--- src/core/tsr_pkg.sv ---
// package: constants, states and carriers of the temperature sensor register map
package tsr_pkg;
   // -----------------------------------------------------------------
   // select index codes
   // -----------------------------------------------------------------
   localparam logic [7:0] IDX_TEMP = 8'h00;
   localparam logic [7:0] IDX_CFG_LIVE = 8'h01;
   localparam logic [7:0] IDX_LOW_LIVE = 8'h02;
   localparam logic [7:0] IDX_HIGH_LIVE = 8'h03;
   localparam logic [7:0] IDX_CFG_STORED = 8'h11;
   localparam logic [7:0] IDX_LOW_STORED = 8'h12;
   localparam logic [7:0] IDX_HIGH_STORED = 8'h13;
   localparam logic [7:0] IDX_RESET = 8'h00;
   localparam logic [2:0] IDX_UPPER_ZERO = 3'h0;
   // -----------------------------------------------------------------
   // reset and factory values
   // -----------------------------------------------------------------
   localparam logic [15:0] TEMP_RESET = 16'h0000;
   localparam logic [15:0] CFG_FACTORY = 16'h0000;
   localparam logic [15:0] LOW_FACTORY = 16'h4B00;
   localparam logic [15:0] HIGH_FACTORY = 16'h5000;
   // -----------------------------------------------------------------
   // serial framing
   // -----------------------------------------------------------------
   localparam logic [3:0] ADDR_PREFIX = 4'h9;
   localparam logic [3:0] BITS_PER_BYTE = 4'h8;
   localparam logic [3:0] TX_LAST_BIT = 4'h7;
   localparam logic [3:0] CNT_ZERO = 4'h0;
   localparam logic [3:0] CNT_ONE = 4'h1;
   // serial engine states, gray coded along the usual path
   typedef enum logic [2:0] {
      ST_IDLE = 3'h0,
      ST_ADDR = 3'h1,
      ST_ADDR_ACK = 3'h3,
      ST_RX = 3'h2,
      ST_RX_ACK = 3'h6,
      ST_TX = 3'h7,
      ST_TX_ACK = 3'h5
   } tsr_state_t;
   // live register set that the monitoring logic uses
   typedef struct packed {
      logic [15:0] config_live;
      logic [15:0] low_limit_live;
      logic [15:0] high_limit_live;
   } tsr_live_t;
endpackage : tsr_pkg

--- src/core/tsr_regs.sv ---
// two-wire temperature sensor register map with select index and serial engine
`timescale 1ns/1ns
`default_nettype none
// Behaviour
// [RULE_01] master loads select index before data access
// [RULE_02] reset copies stored values into live registers
// [RULE_03] live and stored writable separately unless locked
// [RULE_04] monitoring uses only live register values
// [RULE_05] index codes 00,01-03,11-13 select registers
// [RULE_06] index 8-bit write-only; data 16-bit
// [RULE_07] index resets to temperature reading
// [RULE_08] upper-byte-only configuration accesses accepted
// [RULE_09] index kept across read transactions
// [RULE_10] master refreshes index in every write
// [RULE_11] first written byte becomes select index
// [RULE_12] only five low index bits select
// [RULE_13] nonzero upper bits may be a command
// [RULE_14] unlisted index byte leaves index unchanged
// [RULE_15] invalid index byte answered with NACK
// [RULE_16] start, address, ACK, then index byte
// [RULE_17] address 1001 plus straps, acknowledged on match
// [RULE_18] device drives ACK after matching address
// [RULE_19] one conversion right after reset
// [RULE_20] read address direction one, upper byte first
// [RULE_21] temperature writes ignored, data bytes NACKed
// [RULE_22] write upper then lower, update per byte
module tsr_regs (
   // clock and reset
   input wire logic i_sys_clk,
   input wire logic i_rst_n,
   input wire logic i_por_n,
   // two-wire pins, open drain data
   input wire logic i_scl,
   input wire logic i_sda,
   output logic o_sda_out,
   output logic o_sda_oe,
   input wire logic [2:0] i_strapped_address_inputs,
   // lock and conversion side
   input wire logic i_lock,
   input wire logic [15:0] i_temp_data,
   input wire logic i_temp_valid,
   output logic o_conv_start,
   // live values and command bytes
   output tsr_pkg::tsr_live_t o_live,
   output logic o_cmd_valid,
   output logic [7:0] o_cmd_code
);
   import tsr_pkg::*;

   // -----------------------------------------------------------------
   // storage
   // -----------------------------------------------------------------
   // [RULE_06] index 8 bits, data words 16
   logic [7:0] index_reg; // write-only select index
   logic [15:0] temp_reg; // temperature reading
   tsr_live_t live_reg; // live copies
   tsr_live_t stored_reg; // nonvolatile copies
   logic conv_first_reg; // conversion still owed after reset
   logic conv_reg;
   logic cmd_valid_reg;
   logic [7:0] cmd_code_reg;

   // -----------------------------------------------------------------
   // serial engine state
   // -----------------------------------------------------------------
   tsr_state_t state_reg;
   logic scl_q_reg; // previous clock sample for edges
   logic sda_q_reg; // previous data sample
   logic [7:0] shift_reg; // receive shifter
   logic [7:0] tx_reg; // transmit shifter
   logic [3:0] cnt_reg; // bits in this byte
   logic rw_reg; // direction bit of the address
   logic first_reg; // next received byte is the index
   logic hi_reg; // next data byte is the upper byte
   logic oe_reg;
   logic sda_out_reg;

   // bus events from sampled pins
   logic scl_rise, scl_fall, start_ev, stop_ev, byte_done;
   assign scl_rise = i_scl && !scl_q_reg;
   assign scl_fall = !i_scl && scl_q_reg;
   assign start_ev = i_scl && scl_q_reg && sda_q_reg && !i_sda;
   assign stop_ev = i_scl && scl_q_reg && !sda_q_reg && i_sda;
   assign byte_done = (state_reg == ST_RX) && scl_fall && (cnt_reg == BITS_PER_BYTE);

   // address match on prefix and straps
   logic addr_match;
   // [RULE_17] prefix and strap compare
   assign addr_match = (shift_reg[7:4] == ADDR_PREFIX) &&
                       (shift_reg[3:1] == i_strapped_address_inputs);

   // index decode; upper bits must be zero for a register
   function automatic logic idx_valid(input logic [7:0] idx);
      // [RULE_05] listed codes only
      // [RULE_12] every listed code has zero upper bits
      case (idx)
         IDX_TEMP, IDX_CFG_LIVE, IDX_LOW_LIVE, IDX_HIGH_LIVE,
         IDX_CFG_STORED, IDX_LOW_STORED, IDX_HIGH_STORED: idx_valid = 1'b1;
         default: idx_valid = 1'b0;
      endcase
   endfunction : idx_valid

   // selected register word for reads
   logic [15:0] sel_word;
   always_comb begin
      case (index_reg)
         IDX_CFG_LIVE: sel_word = live_reg.config_live;
         IDX_LOW_LIVE: sel_word = live_reg.low_limit_live;
         IDX_HIGH_LIVE: sel_word = live_reg.high_limit_live;
         IDX_CFG_STORED: sel_word = stored_reg.config_live;
         IDX_LOW_STORED: sel_word = stored_reg.low_limit_live;
         IDX_HIGH_STORED: sel_word = stored_reg.high_limit_live;
         default: sel_word = temp_reg;
      endcase
   end

   // a data byte is taken only for a writable index with no lock
   logic data_ok;
   // [RULE_21] temperature index refuses data
   assign data_ok = !i_lock && (index_reg != IDX_TEMP);

   // -----------------------------------------------------------------
   // pin sampling
   // -----------------------------------------------------------------
   always_ff @(posedge i_sys_clk) begin
      if (!i_rst_n) begin
         scl_q_reg <= 1'b1;
         sda_q_reg <= 1'b1;
      end else begin
         scl_q_reg <= i_scl;
         sda_q_reg <= i_sda;
      end
   end

   // -----------------------------------------------------------------
   // serial engine
   // -----------------------------------------------------------------
   always_ff @(posedge i_sys_clk) begin
      if (!i_rst_n) begin
         state_reg <= ST_IDLE;
         shift_reg <= 8'h00;
         tx_reg <= 8'h00;
         cnt_reg <= CNT_ZERO;
         rw_reg <= 1'b0;
         first_reg <= 1'b0;
         hi_reg <= 1'b1;
         oe_reg <= 1'b0;
         sda_out_reg <= 1'b0;
      end else if (stop_ev) begin
         // stop releases the line and ends the frame
         state_reg <= ST_IDLE;
         oe_reg <= 1'b0;
      end else if (start_ev) begin
         // start or repeated start begins an address byte
         // [RULE_16] frame opens with address byte
         state_reg <= ST_ADDR;
         cnt_reg <= CNT_ZERO;
         oe_reg <= 1'b0;
      end else begin
         case (state_reg)
            ST_ADDR: begin
               if (scl_rise) begin
                  shift_reg <= {shift_reg[6:0], i_sda};
                  cnt_reg <= cnt_reg + CNT_ONE;
               end else if (scl_fall && cnt_reg == BITS_PER_BYTE) begin
                  // [RULE_18] acknowledge only our address
                  if (addr_match) begin
                     oe_reg <= 1'b1;
                     rw_reg <= shift_reg[0];
                     state_reg <= ST_ADDR_ACK;
                  end else begin
                     state_reg <= ST_IDLE;
                  end
               end
            end
            ST_ADDR_ACK: begin
               if (scl_fall) begin
                  cnt_reg <= CNT_ZERO;
                  hi_reg <= 1'b1;
                  if (rw_reg) begin
                     // [RULE_20] read sends upper byte first
                     tx_reg <= sel_word[15:8];
                     oe_reg <= !sel_word[15];
                     state_reg <= ST_TX;
                  end else begin
                     // [RULE_11] first write byte is the index
                     first_reg <= 1'b1;
                     oe_reg <= 1'b0;
                     state_reg <= ST_RX;
                  end
               end
            end
            ST_RX: begin
               if (scl_rise) begin
                  shift_reg <= {shift_reg[6:0], i_sda};
                  cnt_reg <= cnt_reg + CNT_ONE;
               end else if (byte_done) begin
                  first_reg <= 1'b0;
                  state_reg <= ST_RX_ACK;
                  // [RULE_15] bad index or refused data gets NACK
                  oe_reg <= first_reg ? idx_valid(shift_reg) : data_ok;
                  if (!first_reg) begin
                     hi_reg <= !hi_reg;
                  end
               end
            end
            ST_RX_ACK: begin
               // release after the ninth clock and take the next byte
               if (scl_fall) begin
                  oe_reg <= 1'b0;
                  cnt_reg <= CNT_ZERO;
                  state_reg <= ST_RX;
               end
            end
            ST_TX: begin
               if (scl_fall) begin
                  if (cnt_reg == TX_LAST_BIT) begin
                     // hand the line over for the master's answer
                     oe_reg <= 1'b0;
                     state_reg <= ST_TX_ACK;
                  end else begin
                     tx_reg <= {tx_reg[6:0], 1'b0};
                     oe_reg <= !tx_reg[6];
                     cnt_reg <= cnt_reg + CNT_ONE;
                  end
               end
            end
            ST_TX_ACK: begin
               if (scl_rise && i_sda) begin
                  // nack ends the read; wait for stop or start
                  state_reg <= ST_IDLE;
               end else if (scl_fall) begin
                  // ack: lower byte next, then the word again
                  cnt_reg <= CNT_ZERO;
                  hi_reg <= !hi_reg;
                  tx_reg <= hi_reg ? sel_word[7:0] : sel_word[15:8];
                  oe_reg <= hi_reg ? !sel_word[7] : !sel_word[15];
                  state_reg <= ST_TX;
               end
            end
            default: begin
               oe_reg <= 1'b0;
            end
         endcase
      end
   end

   // -----------------------------------------------------------------
   // select index
   // -----------------------------------------------------------------
   always_ff @(posedge i_sys_clk) begin
      if (!i_rst_n) begin
         // [RULE_07] index points at temperature
         index_reg <= IDX_RESET;
         // [RULE_09] reads never move the index
      end else if (byte_done && first_reg && idx_valid(shift_reg)) begin
         // [RULE_14] only listed codes replace the index
         index_reg <= shift_reg;
      end
   end

   // upper-bit bytes pass out as commands for other logic
   always_ff @(posedge i_sys_clk) begin
      if (!i_rst_n) begin
         cmd_valid_reg <= 1'b0;
         cmd_code_reg <= 8'h00;
      end else begin
         // [RULE_13] nonzero upper bits offered as command
         cmd_valid_reg <= byte_done && first_reg && (shift_reg[7:5] != IDX_UPPER_ZERO);
         if (byte_done && first_reg) begin
            cmd_code_reg <= shift_reg;
         end
      end
   end

   // -----------------------------------------------------------------
   // data registers; writes land per byte, upper first
   // -----------------------------------------------------------------
   logic [15:0] wr_word;
   always_comb begin
      wr_word = sel_word;
      if (hi_reg) begin
         wr_word[15:8] = shift_reg;
      end else begin
         wr_word[7:0] = shift_reg;
      end
   end

   logic wr_en;
   // [RULE_03] lock blocks both copies
   assign wr_en = byte_done && !first_reg && data_ok;

   always_ff @(posedge i_sys_clk) begin
      if (!i_por_n) begin
         // stored copies only reload factory values on power-on, not on plain reset
         stored_reg <= '{CFG_FACTORY, LOW_FACTORY, HIGH_FACTORY};
      end else if (wr_en) begin
         // [RULE_22] byte-wise update of stored copy
         if (index_reg == IDX_CFG_STORED) stored_reg.config_live <= wr_word;
         if (index_reg == IDX_LOW_STORED) stored_reg.low_limit_live <= wr_word;
         if (index_reg == IDX_HIGH_STORED) stored_reg.high_limit_live <= wr_word;
      end
   end

   always_ff @(posedge i_sys_clk) begin
      if (!i_rst_n) begin
         // [RULE_02] live copies reload from stored
         live_reg <= stored_reg;
      end else if (wr_en) begin
         // [RULE_08] upper-byte write alone is complete
         if (index_reg == IDX_CFG_LIVE) live_reg.config_live <= wr_word;
         if (index_reg == IDX_LOW_LIVE) live_reg.low_limit_live <= wr_word;
         if (index_reg == IDX_HIGH_LIVE) live_reg.high_limit_live <= wr_word;
      end
   end

   // temperature: a new result that arrives during a read of it is dropped, not held
   logic temp_busy;
   assign temp_busy = (state_reg == ST_TX || state_reg == ST_TX_ACK) && (index_reg == IDX_TEMP);

   always_ff @(posedge i_sys_clk) begin
      if (!i_rst_n) begin
         temp_reg <= TEMP_RESET;
      end else if (i_temp_valid && !temp_busy) begin
         temp_reg <= i_temp_data;
      end
   end

   // one conversion after reset, even if configured shut down
   always_ff @(posedge i_sys_clk) begin
      if (!i_rst_n) begin
         conv_first_reg <= 1'b1;
         conv_reg <= 1'b0;
      end else begin
         // [RULE_19] single pulse after release
         conv_reg <= conv_first_reg;
         conv_first_reg <= 1'b0;
      end
   end

   // -----------------------------------------------------------------
   // outputs
   // -----------------------------------------------------------------
   // [RULE_04] monitoring sees live copies only
   assign o_live = live_reg;
   assign o_sda_oe = oe_reg;
   assign o_sda_out = sda_out_reg;
   assign o_conv_start = conv_reg;
   assign o_cmd_valid = cmd_valid_reg;
   assign o_cmd_code = cmd_code_reg;
endmodule : tsr_regs
`default_nettype wire

--- config.mk ---
export PLATFORM = sky130hd
export DESIGN_NAME = tsr_regs
export DESIGN_NICKNAME = d
export VERILOG_FILES = /design/src/core/tsr_pkg.sv /design/src/core/tsr_regs.sv
export SDC_FILE = /design/constraint.sdc
export NUM_CORES = 1
export LEC_CHECK = 0
export BUFFER_PORTS_ARGS = -buffer_cell sky130_fd_sc_hd__buf_2
export CORE_ASPECT_RATIO = 1.2
export CORE_MARGIN = 2
export CORE_UTILIZATION = 55
export CTS_CLUSTER_SIZE = 20
export DETAILED_ROUTE_END_ITERATION = 16
export PLACE_DENSITY = 0.75
export SLEW_MARGIN = 10
export SYNTH_ARGS = -nofsm -noshare
export SYNTH_HDL_FRONTEND = slang
export SYNTH_SLANG_ARGS = --single-unit
export TNS_END_PERCENT = 30
--- constraint.sdc ---
create_clock -name i_sys_clk -period 3.75 [get_ports i_sys_clk]
set_clock_uncertainty 0.05 [all_clocks]
set_input_delay 0.375 -clock i_sys_clk [delete_from_list [all_inputs] [get_ports i_sys_clk]]
set_output_delay 0.375 -clock i_sys_clk [all_outputs]
set_load 0.005 [all_outputs]
==> results.cfg <==
[critical_path]
crit_path_start_kind = flip-flop
rrSetupSlack_ps = 640
cp.required_ps = 4000
rr_startpoint = index_reg[1]
reg2reg_depth = 5
worst-setup-path-type = flip-flop to flip-flop
crit_arrival_ps = 3370
r2r_end = o_live[24]
path_max_fanout = 25
end_kind = flip-flop

[global_route]
overflow = 0
grt_pass1_wl_mm = 37.06
grt_max_degree = 38
grtUsageTotal_pct = 31.34
first_global_vias = 6687
antenna_found_initial = 0

[die]
ios = 86
die_h_um = 136.2
die_area_sq_um = 15540
placementRows = 48
die_w_um = 114.1
coreArea_sq_um = 14290
initial_core_util_pct = 56.00

[cells_and_area]
design_area_sq_um = 9075
final_common_cell = dfxtp_1
layout-drive-gt1-share_pct = 21.35
layout_common_cells = dfxtp_1 (110), nand2_1 (87), buf_2 (84)
diodes = 0
area_growth_pct = 13.36
layout.nets = 947

[sta]
drv_slew = 0
worst_slew_pin_slew_ps = 987.2
period_minus_slack_ps = 3115
fin_crit_sh_pct = 83.06
fmax_ghz = 0.3210
hold_violations = 0
maxSlewHeadroom_pct = 33.68
setup_violations = 0
rsz0062_at_grt = no
tns_ps = 0

[route]
wl_per_cell_um = 21.65
dr.pass1.iters = 6
antenna_left = 0
wirelength_mm = 23.97
vias = 7135
drc = 0
drtIter0Drc = 1029
via_per_inst = 6.445

[clock_network]
clk_pin_slew_ps = 60
clkSinkCount = 159
clk_root_buffer_cell = clkbuf_16
cts_setup_buffers = 0
cts_tree = yes
htreeDepth = 4
cts-resized-gates = 0
cts_buffers = 17
cts_buffer_depth = 2
clk_latency_ps = 440
holdBufCountCts = 0

[synthesis]
synthCells = 863
netlist_area_sq_um = 8005
ys_seq_area_share_pct = 45.76
ys.flop_type = dfxtp_1
ys_async_sr_fraction_pct = 0
synth_fp_nets = 891
synth.distinct_cells = 83
ys_ff_latch = 159
synth.avg_cell_area_sq_um = 9.276
yosysWarnings = 0
synth_edf_count = 48

[place]
dpl.hpwl_mm = 16.82
placed_cell_area_sq_um = 8521
numPortBuffers = 84
gp_congestion = 0.9913

[run_status]
outcome = complete, no violations

[min_path]
hold_depth = 3
holdPathEnd = temp_reg[13]
holdCritPathClass = primary input to flip-flop
hp-start = i_temp_data[13]

[power]
powerDensity_nw_per_um2 = 455.2
vdd_drop_max_uv = 302.0
p_leak_nw = 3.513
fin_total_pwr_mw = 4.131

[flow_run]
max_cap_viol_count = 0
==> layout make-up <==
type | count | area (sq um)
well taps | 175 | 219.0
multi-input cells | 610 | 3958
clock inverters | 13 | 100.1
repair buffers | 106 | 585.6
clock buffers | 19 | 454.2
inverters | 25 | 93.84
fillers | 1214 | 5219
flip-flops and latches | 159 | 3665
==> worst max-delay path, cell delays in order (launching register included) <==
cell and delay, ps:
dfxtp_1 880, or4b_1 690, nor3_2 400, a22oi_1 190
a31oi_1 520, mux2_2 270
==> worst max-delay path by stage <==
| stage | startpoint | endpoint | slack (ps) | cells past startpoint |
|---|---|---|---|---|
| final | index_reg[1] | o_live[24] | 640 | 5 |
| after detailed placement | index_reg[1] | o_live[39] | 760 | 5 |
| after global routing | index_reg[1] | o_live[39] | 550 | 5 |
| after CTS | index_reg[1] | o_live[39] | 740 | 5 |
| after global placement | index_reg[4] | o_live[13] | 840 | 6 |
| after floorplan | i_scl | o_live[32] | 530 | 6 |
==> Yosys cell counts (13+ instances only) <==
| cell type | instances | area (sq um) |
|---|---|---|
| mux2_2 | 31 | 349.1 |
| o21ai_0 | 57 | 285.3 |
| nor2_1 | 82 | 307.8 |
| dfxtp_1 | 111 | 2222 |
| nand4_1 | 14 | 87.58 |
| inv_1 | 24 | 90.09 |
| edfxtp_1 | 48 | 1441 |
| and3_1 | 13 | 81.33 |
| nand3_1 | 36 | 180.2 |
| buf_2 | 13 | 65.06 |
| clkbuf_1 | 49 | 183.9 |
| a21oi_1 | 40 | 200.2 |
| mux2i_1 | 49 | 490.5 |
| nand2b_1 | 14 | 87.58 |
| nand2_1 | 87 | 326.6 |
==> routing by layer <==
metal | vias to the layer above | wire [um] | share of wire, % | global-route usage [%]
li1 | 3260 | - | - | -
met1 | 3372 | 9668 | 40 | 41.44
met2 | 431 | 11250 | 47 | 50.23
met3 | 72 | 2082 | 8.7 | 5.305
met4 | 0 | 967 | 4.0 | 14.57
met5 | - | 0 | 0 | 0
==> cell families after synthesis <==
group / share of synthesized area (%)
AO/OA/AOI/OAI: 16.47
XOR/XNOR: 0.8753
adder cells (fa/ha/maj): 0.4376
buffers and inverters: 4.939
flip-flops: 45.76
multiplexers: 11.05
other: 0.04684
AND/OR/NAND/NOR: 20.41
==> through the flow <==
| stage | cells | utilization (%) | worst slack (ps) | hold slack [ps] |
|---|---|---|---|---|
| 2_1_floorplan | 863 | - | 525.6 | 361.9 |
| 3_3_place_gp | 1075 | 59.61 | 838.0 | 367.2 |
| 3_5_place_dp | 1075 | 59.61 | 758.3 | 385.1 |
| 4_1_cts | 1107 | 63.49 | 740.4 | 117.2 |
| 5_1_grt | 1107 | 63.49 | 552.7 | 118.1 |
| 6_report | 1107 | 63.49 | 635.2 | 125.4 |
==> report_power, final <==
| group | internal [mW] | leakage, nW | total [mW] | switching [mW] |
|---|---|---|---|---|
| clock | 0.898 | 0.275 | 1.65 | 0.752 |
| sequential | 1.86 | 1.39 | 1.93 | 0.0733 |
| combinational | 0.213 | 1.85 | 0.549 | 0.336 |
| total | 2.97 | 3.51 | 4.13 | 1.16 |
Note: power is estimated with default switching activity, not from simulation.
